### src/rtl/fbdiv_pd_cfg.svh
// register offsets, field positions, reset values and timing counts
`ifndef FBDIV_PD_CFG_SVH
`define FBDIV_PD_CFG_SVH
`define OFS_FBDIV_HIGH     12'h166
`define OFS_FBDIV_MID      12'h167
`define OFS_FBDIV_LOW      12'h168
`define OFS_PD_CTRL        12'h169
`define OFS_CAL_DIV_HIGH   12'h163
`define OFS_CAL_DIV_MID    12'h164
`define OFS_CAL_DIV_LOW    12'h165
`define OFS_LOOP_CTRL      12'h170
`define OFS_LOOP_STATUS    12'h174
`define RST_FBDIV_HIGH     8'h00
`define RST_FBDIV_MID      8'h00
`define RST_FBDIV_LOW      8'h0c
`define RST_PD_CTRL        8'h59
`define RST_FBDIV_RATIO    18'h0000c
`define RST_CAL_DIV_LOW    8'h0c
`define BIT_FCAL_DIS       2
`define BIT_CP_POL         2
`define BIT_CP_HIGHZ       1
`define BIT_PD_FIXED       0
`define POS_WND_LSB        5
`define POS_CP_GAIN_LSB    3
`define WND_CODE_3P7NS     2'h2
`define WND_3P7_PS         3700
`define CLK_PERIOD_PS      10000
`define WND_3P7_CYC        ((`WND_3P7_PS + `CLK_PERIOD_PS - 1) / `CLK_PERIOD_PS)
`define CAL_TIME_CYC       64
`endif

### src/rtl/fbdiv_pd_pkg.sv
// types shared by the synthesizer loop configuration slice
package fbdiv_pd_pkg;
  typedef enum logic [1:0] {
    CAL_IDLE = 2'b00,
    CAL_RUN  = 2'b01
  } cal_state_t;
  typedef logic [17:0] divide_ratio_t;
endpackage : fbdiv_pd_pkg

### src/rtl/lock_window_counter.sv
// counts consecutive phase comparisons that fall inside the lock window
`timescale 1ns/1ps
`include "fbdiv_pd_cfg.svh"
module lock_window_counter #(
  parameter int CNT_W = 16
) (
  input  wire logic             hclk,
  input  wire logic             hresetn,
  input  wire logic             phase_sample,
  input  wire logic [15:0]      phase_error_ps,
  input  wire logic [1:0]       lock_window_size,
  input  wire logic             clear,
  output logic      [CNT_W-1:0] lock_count
);
  typedef struct packed {
    logic [CNT_W-1:0] cnt;
  } st_t;
  st_t s_q;
  st_t s_d;
  logic in_window;

  always_comb begin
    // reserved window codes never count
    in_window = (lock_window_size == `WND_CODE_3P7NS) &&
                (32'(phase_error_ps) < 32'(`WND_3P7_PS));
    s_d = s_q;
    if (clear) begin
      s_d.cnt = '0;
    end else if (phase_sample) begin
      if (in_window) begin
        if (s_q.cnt != {CNT_W{1'b1}}) begin
          s_d.cnt = s_q.cnt + 1'b1;
        end
      end else begin
        s_d.cnt = '0;
      end
    end
  end

  always_ff @(posedge hclk or negedge hresetn) begin
    if (!hresetn) begin
      s_q <= '0;
    end else begin
      s_q <= s_d;
    end
  end

  assign lock_count = s_q.cnt;
endmodule : lock_window_counter

### src/rtl/synth_fbdiv_pd_config.sv
// AHB-Lite register slice for the second loop divider and phase detector
//
// Overview of operation
// low byte write starts calibration unless disabled
// calibration disable is bit 2, resets zero
// 18-bit divider from three bytes; zero invalid
// lock window bits 6:5, code 2 3.7ns
// lock counter increments only inside window
// pump current bits 4:3, reset code 3
// polarity bit 2: zero negative slope
// bit 1 one puts pump high-z
// software always writes one into bit 0
// cascaded mode calibrates with calibration divider
// divider ratio applies coherently on low write
//
// The implementer's own choice: the AHB-Lite interface to the registers.
`timescale 1ns/1ps
`include "fbdiv_pd_cfg.svh"
module synth_fbdiv_pd_config
  import fbdiv_pd_pkg::*;
#(
  parameter int CNT_W    = 16,
  parameter int CAL_CYC  = `CAL_TIME_CYC
) (
  input  wire logic                       hclk,
  input  wire logic                       hresetn,
  input  wire logic                       hsel,
  input  wire logic [11:0]                haddr,
  input  wire logic [1:0]                 htrans,
  input  wire logic                       hwrite,
  input  wire logic [2:0]                 hsize,
  input  wire logic [31:0]                hwdata,
  input  wire logic                       hready,
  output logic      [31:0]                hrdata,
  output logic                            hreadyout,
  output logic                            hresp,
  input  wire logic                       phase_sample,
  input  wire logic [15:0]                phase_error_ps,
  output fbdiv_pd_pkg::divide_ratio_t     active_divide_ratio,
  output logic                            cal_busy,
  output logic      [1:0]                 charge_pump_current,
  output logic                            charge_pump_polarity,
  output logic                            charge_pump_high_z,
  output logic      [1:0]                 lock_window_size,
  output logic                            divide_ratio_invalid
);
  import fbdiv_pd_pkg::*;

  // ------------------------------------------------------------------
  // state
  // ------------------------------------------------------------------
  typedef struct packed {
    logic          wr_pend;
    logic [11:0]   wr_addr;
    logic [7:0]    fb_high;
    logic [7:0]    fb_mid;
    logic [7:0]    fb_low;
    logic [7:0]    pd_ctrl;
    logic [7:0]    cal_high;
    logic [7:0]    cal_mid;
    logic [7:0]    cal_low;
    logic          feedback_source_select;
    divide_ratio_t feedback_divide_ratio;
    divide_ratio_t active;
    cal_state_t    cal_st;
    logic [15:0]   cal_cnt;
    logic [31:0]   rdata;
    logic          invalid;
  } st_t;

  st_t s_q;
  st_t s_d;
  logic [CNT_W-1:0] lock_count;
  logic             lock_clear;
  logic [7:0]       wbyte;
  logic             rd_go;
  logic             wr_go;

  function automatic divide_ratio_t join_ratio(input logic [7:0] hi, input logic [7:0] mi,
                                               input logic [7:0] lo);
    join_ratio = {hi[1:0], mi, lo};
  endfunction : join_ratio

  function automatic logic [7:0] byte_mask(input logic [11:0] a);
    unique case (a)
      `OFS_FBDIV_HIGH, `OFS_CAL_DIV_HIGH: byte_mask = 8'h07;
      `OFS_PD_CTRL:                       byte_mask = 8'h7f;
      `OFS_LOOP_CTRL:                     byte_mask = 8'h01;
      default:                            byte_mask = 8'hff;
    endcase
  endfunction : byte_mask

  // ------------------------------------------------------------------
  // bus slave: zero wait states, writes land in the data phase
  // ------------------------------------------------------------------
  always_comb begin
    s_d   = s_q;
    wr_go = hsel && hready && htrans[1] && hwrite;
    rd_go = hsel && hready && htrans[1] && !hwrite;
    wbyte = hwdata[7:0] & byte_mask(s_q.wr_addr);
    lock_clear = 1'b0;

    s_d.wr_pend = wr_go;
    if (wr_go) begin
      // one register per word: the word index is the register offset
      s_d.wr_addr = {2'b00, haddr[11:2]};
    end

    if (s_q.wr_pend) begin
      unique case (s_q.wr_addr)
        `OFS_FBDIV_HIGH:   s_d.fb_high = wbyte;
        `OFS_FBDIV_MID:    s_d.fb_mid = wbyte;
        `OFS_FBDIV_LOW: begin
          s_d.fb_low = wbyte;
          // upper bytes only staged until now
          s_d.feedback_divide_ratio = join_ratio(s_q.fb_high, s_q.fb_mid, wbyte);
          if (!s_q.fb_high[`BIT_FCAL_DIS]) begin
            s_d.cal_st  = CAL_RUN;
            s_d.cal_cnt = '0;
            lock_clear  = 1'b1;
            s_d.active  = s_q.feedback_source_select ?
                          join_ratio(s_q.cal_high, s_q.cal_mid, s_q.cal_low) :
                          join_ratio(s_q.fb_high, s_q.fb_mid, wbyte);
          end else begin
            s_d.cal_st = CAL_IDLE;
            s_d.active = join_ratio(s_q.fb_high, s_q.fb_mid, wbyte);
          end
        end
        // bit 0 kept as written; software must write one
        `OFS_PD_CTRL:      s_d.pd_ctrl = wbyte;
        `OFS_CAL_DIV_HIGH: s_d.cal_high = wbyte;
        `OFS_CAL_DIV_MID:  s_d.cal_mid = wbyte;
        `OFS_CAL_DIV_LOW:  s_d.cal_low = wbyte;
        `OFS_LOOP_CTRL:    s_d.feedback_source_select = wbyte[0];
        default: begin
        end
      endcase
    end

    // ----------------------------------------------------------------
    // calibration sequencer
    // ----------------------------------------------------------------
    if (s_q.cal_st == CAL_RUN && !(s_q.wr_pend && s_q.wr_addr == `OFS_FBDIV_LOW)) begin
      if (32'(s_q.cal_cnt) >= CAL_CYC - 1) begin
        s_d.cal_st = CAL_IDLE;
        s_d.active = s_q.feedback_divide_ratio;
      end else begin
        s_d.cal_cnt = s_q.cal_cnt + 16'h0001;
      end
    end

    s_d.invalid = (s_d.active == '0);

    if (rd_go) begin
      unique case ({2'b00, haddr[11:2]})
        `OFS_FBDIV_HIGH:   s_d.rdata = {24'h0, s_q.fb_high};
        `OFS_FBDIV_MID:    s_d.rdata = {24'h0, s_q.fb_mid};
        `OFS_FBDIV_LOW:    s_d.rdata = {24'h0, s_q.fb_low};
        `OFS_PD_CTRL:      s_d.rdata = {24'h0, s_q.pd_ctrl};
        `OFS_CAL_DIV_HIGH: s_d.rdata = {24'h0, s_q.cal_high};
        `OFS_CAL_DIV_MID:  s_d.rdata = {24'h0, s_q.cal_mid};
        `OFS_CAL_DIV_LOW:  s_d.rdata = {24'h0, s_q.cal_low};
        `OFS_LOOP_CTRL:    s_d.rdata = {31'h0, s_q.feedback_source_select};
        `OFS_LOOP_STATUS:  s_d.rdata = {s_q.cal_st == CAL_RUN, s_q.invalid,
                                        14'(lock_count), 16'h0};
        default:           s_d.rdata = 32'h0;
      endcase
    end
  end

  always_ff @(posedge hclk or negedge hresetn) begin
    if (!hresetn) begin
      s_q.wr_pend  <= 1'b0;
      s_q.wr_addr  <= 12'h000;
      s_q.fb_high  <= `RST_FBDIV_HIGH;
      s_q.fb_mid   <= `RST_FBDIV_MID;
      s_q.fb_low   <= `RST_FBDIV_LOW;
      s_q.pd_ctrl  <= `RST_PD_CTRL;
      s_q.cal_high <= 8'h00;
      s_q.cal_mid  <= 8'h00;
      s_q.cal_low  <= `RST_CAL_DIV_LOW;
      s_q.feedback_source_select <= 1'b0;
      s_q.feedback_divide_ratio  <= `RST_FBDIV_RATIO;
      s_q.active   <= `RST_FBDIV_RATIO;
      s_q.cal_st   <= CAL_IDLE;
      s_q.cal_cnt  <= 16'h0000;
      s_q.rdata    <= 32'h0;
      s_q.invalid  <= 1'b0;
    end else begin
      s_q <= s_d;
    end
  end

  lock_window_counter #(
    .CNT_W(CNT_W)
  ) u_lock (
    .hclk            (hclk),
    .hresetn         (hresetn),
    .phase_sample    (phase_sample),
    .phase_error_ps  (phase_error_ps),
    .lock_window_size(s_q.pd_ctrl[`POS_WND_LSB+1:`POS_WND_LSB]),
    .clear           (lock_clear),
    .lock_count      (lock_count)
  );

  // ------------------------------------------------------------------
  // outputs, flop-driven except hreadyout and hresp, which are tied to constants
  // ------------------------------------------------------------------
  assign hrdata               = s_q.rdata;
  assign hreadyout            = 1'b1;
  assign hresp                = 1'b0;
  assign active_divide_ratio  = s_q.active;
  assign cal_busy             = (s_q.cal_st == CAL_RUN);
  assign charge_pump_current  = s_q.pd_ctrl[`POS_CP_GAIN_LSB+1:`POS_CP_GAIN_LSB];
  assign charge_pump_polarity = s_q.pd_ctrl[`BIT_CP_POL];
  assign charge_pump_high_z   = s_q.pd_ctrl[`BIT_CP_HIGHZ];
  assign lock_window_size     = s_q.pd_ctrl[`POS_WND_LSB+1:`POS_WND_LSB];
  assign divide_ratio_invalid = s_q.invalid;
endmodule : synth_fbdiv_pd_config

### config.mk
export PLATFORM = sky130hd
export DESIGN_NAME = synth_fbdiv_pd_config
export DESIGN_NICKNAME = d
export VERILOG_FILES = /design/src/rtl/fbdiv_pd_pkg.sv /design/src/rtl/lock_window_counter.sv /design/src/rtl/synth_fbdiv_pd_config.sv
export VERILOG_INCLUDE_DIRS = /design/src /design/src/rtl
export SDC_FILE = /design/constraint.sdc
export NUM_CORES = 1
export LEC_CHECK = 0
export BUFFER_PORTS_ARGS = -buffer_cell sky130_fd_sc_hd__buf_2
export CORE_ASPECT_RATIO = 1.5
export CORE_MARGIN = 2
export CORE_UTILIZATION = 56
export CTS_CLUSTER_DIAMETER = 50
export DETAILED_ROUTE_END_ITERATION = 7
export PLACE_DENSITY = 0.78
export SLEW_MARGIN = 20
export SYNTH_ARGS = -nofsm -noshare
export SYNTH_HDL_FRONTEND = slang
export SYNTH_SLANG_ARGS = --single-unit
### constraint.sdc
create_clock -name hclk -period 3.36 [get_ports hclk]
set_input_delay 0.672 -clock hclk [delete_from_list [all_inputs] [get_ports hclk]]
set_output_delay 0.672 -clock hclk [all_outputs]
set_load 0.02 [all_outputs]
==> results of run 1 <==
-- worst max-delay path by stage --
stage          depth (start not counted)  slack (ps)                    to      from
6_report                               8         530  divide_ratio_invalid  s_q[144]
3_3_place_gp                           8         640  divide_ratio_invalid  s_q[144]
2_1_floorplan                          7        1030             hrdata[1]  haddr[9]
5_1_grt                                8         330  divide_ratio_invalid   s_q[34]
4_1_cts                                8         540  divide_ratio_invalid   s_q[33]
3_5_place_dp                           8         610  divide_ratio_invalid  s_q[144]
-- cells in the mapped netlist, drive strengths merged (6+ instances only) --
| cell type | count | area (um2) |
|---|---|---|
| nand3 | 16 | 85.1 |
| nand4 | 13 | 87.6 |
| or3 | 6 | 37.5 |
| o21ai | 56 | 280 |
| nand2 | 153 | 574 |
| mux2i | 8 | 80.1 |
| and2 | 15 | 93.8 |
| a22oi | 10 | 75.1 |
| a21o | 8 | 60.1 |
| o211ai | 8 | 60.1 |
| a222oi | 7 | 70.1 |
| nor4 | 11 | 75.1 |
| nor2b | 13 | 81.3 |
| nor3 | 6 | 41.3 |
| a21oi | 27 | 139 |
| dfstp | 10 | 263 |
| a22o | 16 | 140 |
| o31ai | 9 | 95.1 |
| buf | 65 | 478 |
| nor2 | 38 | 143 |
| xor2 | 6 | 52.6 |
| mux2 | 28 | 315 |
| clkbuf | 26 | 97.6 |
| dfrtp | 145 | 3630 |
| inv | 13 | 48.8 |
-- area by class of cell --
type	instances	area share (%)
Multi-Input combinational cell	518	36.9
Tap cell	162	2.42
Clock buffer	19	5.16
Sequential cell	155	46.4
Clock inverter	13	1.98
Timing Repair Buffer	100	6.55
Inverter	13	0.582
-- cell families (layout without fill, tap and decap cells) --
family	after synthesis	in the layout
and+or+nand+nor	299	299
AOI/OAI and AO/OA	161	161
DFF	155	155
buffers and inverters	104	145
muxes	36	36
xor gates and xnor gates	10	10
adders and majority gates	2	2
other	2	10
-- stage by stage --
step / util [%] / power, mW / setup WS, ps
after detailed placement: 58.4 / 2.22 / 612
after CTS: 62.9 / 4.17 / 544
after global placement: 58.4 / 2.21 / 640
after floorplan: - / 2.12 / 1030
final: 62.9 / 4.16 / 533
after global routing: 62.9 / 4.28 / 327
-- metal layers --
layer	global-route usage, %	wire length [um]	up-vias	share of wire, %
met3	3.83	982	61	4.9
met2	49.6	10800	279	54
li1	-	-	2713	-
met4	13.5	859	0	4.3
met1	32.9	7320	2999	37
met5	0	0	-	0
-- sequential cells by signal, indices dropped and copies added (netlist names) --
name,cells
u_lock.lock_count,16
charge_pump_high_z,1
charge_pump_polarity,1
active_divide_ratio,18
lock_window_size,2
s_q,90
charge_pump_current,2
divide_ratio_invalid,1
hrdata,24
-- critical path, delay by kind of cell, from the launching register on --
| kind | cells | cell delay, ps |
|---|---|---|
| compound gates | 3 | 580 |
| buf+inv | 1 | 330 |
| flops | 1 | 500 |
| mux | 1 | 380 |
| simple gates | 3 | 960 |
-- power breakdown --
part | leakage [nW] | internal (mW) | switching [mW]
Sequential | 1.92 | 1.90 | 0.0466
Combinational | 1.96 | 0.0814 | 0.166
Clock | 0.284 | 1.18 | 0.790
Total | 4.16 | 3.16 | 1.00
==> results.json, run 1 <==
{
  "layout_cell_area_excl_fill_um2": 8380,
  "min_path_type": "primary input to async pin",
  "r2r-end": "divide_ratio_invalid",
  "mappedNetlistArea_um2": 7580,
  "grt_pass1_wl_um": 31700,
  "via_count_of_the_first_global_routing_pass": 6161,
  "startpoint_type_of_the_worst_setup_path": "flip-flop",
  "rsz_0062_raised_after_global_routing": "false",
  "worstSetupEndpointType": "flip-flop",
  "grt_max_degree": 74,
  "vias": 6052,
  "layout-area-overhead-vs-synth_pct": 10.6,
  "grt_util_all_layers_pct": 28.0,
  "tightest_slew_ps": 717,
  "combined_flip_flop_and_latch_cell_area_um2": 3890,
  "tritoncts": "done",
  "fin_crit_ps": 2830,
  "die_outline_area_um2": 14500,
  "final_period_utilization_pct": 84.1,
  "critical_path.cell_chain": "or3b_4 -> nor3_4 -> buf_4 -> mux2_2 -> a211o_1 -> a21oi_1 -> o2111a_1 -> and4_1",
  "postPlaceCellArea_um2": 7780,
  "die_y_um": 146,
  "synth-seq-area-share_pct": 51.3,
  "cts.root.buffer_cell": "clkbuf_16",
  "cts_resized": 0,
  "hold_violations": 0,
  "max_slew_margin_pct": 52.2,
  "non_filler_cells_in_the_finished_layout": 980,
  "postSynthAreaPerCell_um2": 9.86,
  "synth_edf_count": 0,
  "final-setup-viol-count": 0,
  "synth_compound_gate_area_share_pct": 14.4,
  "max_cap_violations": 0,
  "multi_input_comb_area_um2": 3090,
  "routed_wl_um": 20000,
  "ys_dominant_reg_cell": "dfrtp_1",
  "ir_worst_vdd_uv": 351,
  "finalWeightedCongestion": 0.939,
  "critical_path.slowest_cell": "dfrtp_1",
  "cts_max_level": 4,
  "clock.fmax_mhz": 354,
  "totalNegativeSetupSlack_ps": 0,
  "netlist-cell-type-count": 67,
  "most_common_cell_after_layout_fill_and_taps_aside": "nand2_1",
  "worst_ep_arrival_time_ps": 3180,
  "die_w_um": 99.0,
  "detail_route.iter0.violations": 543,
  "dp.cells": 948,
  "post_drt_wl_per_cell_um": 20.4,
  "drtPass1Iterations": 5,
  "detail_route.vias_per_cell": 6.18,
  "ctsHoldBuffers": 0,
  "placement.io_buffers": 88,
  "diodes": 0,
  "outcome": "completed",
  "cpPeakStageDelay_ps": 500,
  "yosys_register_bits": 155,
  "timing.critical_path.required_ps": 3710,
  "final_cell_mix": "nand2_1, dfrtp_1, buf_2",
  "n_fill_cell": 1030,
  "critical_path_peak_fanout": 19,
  "hpwl_dp_um": 14000,
  "synth_xor_area_share_pct": 1.16,
  "gate_count_post_synth": 769,
  "r2r_cell_count": 8,
  "cts_buffer_depth": 2,
  "final-max-slew-violation-count": 0,
  "post_synth_and_or_nand_nor_area_fraction_pct": 19.2,
  "synth-warning-count": 0,
  "synthMuxAreaShare_pct": 5.22,
  "cellLeakagePower_nw": 4.16,
  "clock_sinks": 155,
  "cellPowerDensity_nw_per_um2": 497,
  "layout.nets": 878,
  "cts.repair_timing.setup_buffer_count": 0,
  "synth_adder_area_share_pct": 0.330,
  "r2r-start": "s_q[144]",
  "fraction_of_final_layout_cells_with_drive_strength_greater_than_1_pct": 22.2,
  "finClkSkew_ps": 8.43,
  "critPathKind": "flip-flop to flip-flop",
  "floorplan.io_pins": 131,
  "drt.antenna.violating_nets": 0,
  "timing.hold.ws_ps": 249,
  "skew_pair_late_insertion_delay_ps": 420,
  "drc": 0,
  "clk_pin_slew_worst_paths_ps": 60,
  "synth_async_sr_flop_share_pct": 100,
  "floorplan.core_area_um2": 13300,
  "total_gr_overflow": 0,
  "initial_core_util_pct": 56.8,
  "r2r_setup_slack_ps": 530,
  "std_cell_rows": 52,
  "antenna_found_initial": 0,
  "combinational_family_with_the_most_area_after_synthesis": "simple AND/OR/NAND/NOR gates",
  "numCtsBuffers": 17
}
(Power assumes the default switching activity.)
==> run 2: changes to the inputs <==
CORE_UTILIZATION = 51   (was 56)
PLACE_DENSITY = 0.75   (was 0.78)
clock period = 2.6 ns   (was 3.36 ns; I/O delays follow)
==> results.json, run 2 (synthesis gave the netlist of run 1 again) <==
{
  "cts_max_level": 4,
  "ctsHoldBuffers": 0,
  "critical_path.cell_chain": "nand4bb_1 -> nor3_4 -> mux2_2 -> mux2_2 -> a211o_1 -> nor4_1 -> and4_1",
  "most_common_cell_after_layout_fill_and_taps_aside": "nand2_1",
  "cts.repair_timing.setup_buffer_count": 0,
  "worst_ep_arrival_time_ps": 2870,
  "diodes": 0,
  "cellPowerDensity_nw_per_um2": 611,
  "critical_path.slowest_cell": "dfrtp_1",
  "clock_sinks": 155,
  "top_register": "s_q",
  "layout-area-overhead-vs-synth_pct": 14.3,
  "n_fill_cell": 1240,
  "final-setup-viol-count": 0,
  "rsz_0062_raised_after_global_routing": "true",
  "worstSetupEndpointType": "flip-flop",
  "antenna_found_initial": 0,
  "initial_core_util_pct": 52.2,
  "cts_buffer_depth": 2,
  "tritoncts": "done",
  "drtPass1Iterations": 7,
  "fraction_of_final_layout_cells_with_drive_strength_greater_than_1_pct": 25.6,
  "finalWeightedCongestion": 0.942,
  "final_cell_mix": "nand2_1, dfrtp_1, buf_2",
  "share_seq_of_total_power_pct": 47.2,
  "postPlaceCellArea_um2": 8080,
  "tightest_slew_ps": 689,
  "final_period_utilization_pct": 97.2,
  "detail_route.vias_per_cell": 5.68,
  "detail_route.iter0.violations": 339,
  "critical_path_peak_fanout": 4,
  "die_y_um": 153,
  "swShare_pct": 23.4,
  "vias": 5955,
  "total_gr_overflow": 0,
  "fin_crit_ps": 2530,
  "layout_cell_area_excl_fill_um2": 8660,
  "max_slew_margin_pct": 53.9,
  "largest_register_ff_count": 90,
  "placement.io_buffers": 88,
  "r2r_cell_count": 7,
  "p_int_mw": 4.06,
  "critPathKind": "flip-flop to flip-flop",
  "startpoint_type_of_the_worst_setup_path": "flip-flop",
  "die_w_um": 104,
  "pwr-share-comb_pct": 6.9,
  "via_count_of_the_first_global_routing_pass": 6091,
  "hpwl_dp_um": 14100,
  "r2r_setup_slack_ps": 70,
  "power.clock.fraction_pct": 45.9,
  "max_cap_violations": 0,
  "r2r-start": "s_q[148]",
  "r2r-end": "divide_ratio_invalid",
  "ir_worst_vdd_uv": 420,
  "min_path_type": "primary input to async pin",
  "outcome": "completed",
  "numCtsBuffers": 17,
  "critical_path.most_common_cell": "mux2_2",
  "cellLeakagePower_nw": 4.33,
  "grt_pass1_wl_um": 31300,
  "floorplan.core_area_um2": 14500,
  "clock.fmax_mhz": 396,
  "die_outline_area_um2": 15900,
  "final-max-slew-violation-count": 0,
  "floorplan.io_pins": 131,
  "grt_max_degree": 53,
  "totalNegativeSetupSlack_ps": 0,
  "drt.antenna.violating_nets": 0,
  "post_drt_wl_per_cell_um": 18.5,
  "skew_pair_late_insertion_delay_ps": 420,
  "cts_resized": 0,
  "net_sw_power_mw": 1.24,
  "cpPeakStageDelay_ps": 380,
  "drc": 0,
  "multi_input_comb_area_um2": 3100,
  "grt_util_all_layers_pct": 25.3,
  "timing.critical_path.required_ps": 2950,
  "finClkSkew_ps": 8.24,
  "hold_violations": 0,
  "routed_wl_um": 19300,
  "cts.root.buffer_cell": "clkbuf_16",
  "layout.nets": 912,
  "clk_pin_slew_worst_paths_ps": 60,
  "std_cell_rows": 54,
  "combined_flip_flop_and_latch_cell_area_um2": 3890
}
-- run 2: final cells by class --
class                           instances  area share (%)
Clock buffer                           21            5.31
Clock inverter                         11            1.36
Inverter                               13           0.563
Multi-Input combinational cell        518            35.7
Sequential cell                       155            44.9
Tap cell                              196            2.83
Timing Repair Buffer                  134            9.29
-- run 2: metal layers --
metal,vias to the layer above,track usage (%),routed length (um)
li1,2779,-,-
met1,2932,27.1,7130
met2,186,46.4,10500
met3,58,4.95,771
met4,0,13.8,928
met5,-,0,0
-- run 2: worst max-delay path by stage --
| stage | to | slack, ps | from |
|---|---|---|---|
| after global routing | divide_ratio_invalid | -20 | s_q[148] |
| after CTS | divide_ratio_invalid | 90 | s_q[148] |
| after global placement | divide_ratio_invalid | 130 | s_q[145] |
| final | divide_ratio_invalid | 70 | s_q[148] |
| after floorplan | divide_ratio_invalid | 280 | s_q[156] |
| after detailed placement | divide_ratio_invalid | 120 | s_q[151] |
-- run 2: worst max-delay path: cells and delay by family (launching register included) --
| family | cells | cell delay [ps] |
|---|---|---|
| and+or+nand+nor | 4 | 1160 |
| muxes | 2 | 640 |
| DFF | 1 | 380 |
| AOI/OAI and AO/OA | 1 | 270 |
-- run 2: stage by stage --
step	setup WS [ps]	hold slack, ps	util, %	instances	power (mW)
floorplan	279	224	-	777	2.74
global placement	134	456	55.6	1016	2.90
detailed placement	117	461	55.6	1016	2.91
CTS	92.5	69.4	59.6	1048	5.32
global route	-20.7	70.9	59.6	1048	5.47
finish	74.0	48.2	59.6	1048	5.30
-- run 2: power groups by stage --
stage / logic [mW] / clock network [mW] / registers, mW
finish: 0.367 / 2.43 / 2.50
detailed placement: 0.365 / 0 / 2.54
global route: 0.406 / 2.56 / 2.50
CTS: 0.367 / 2.45 / 2.50
floorplan: 0.199 / 0 / 2.54
global placement: 0.362 / 0 / 2.54
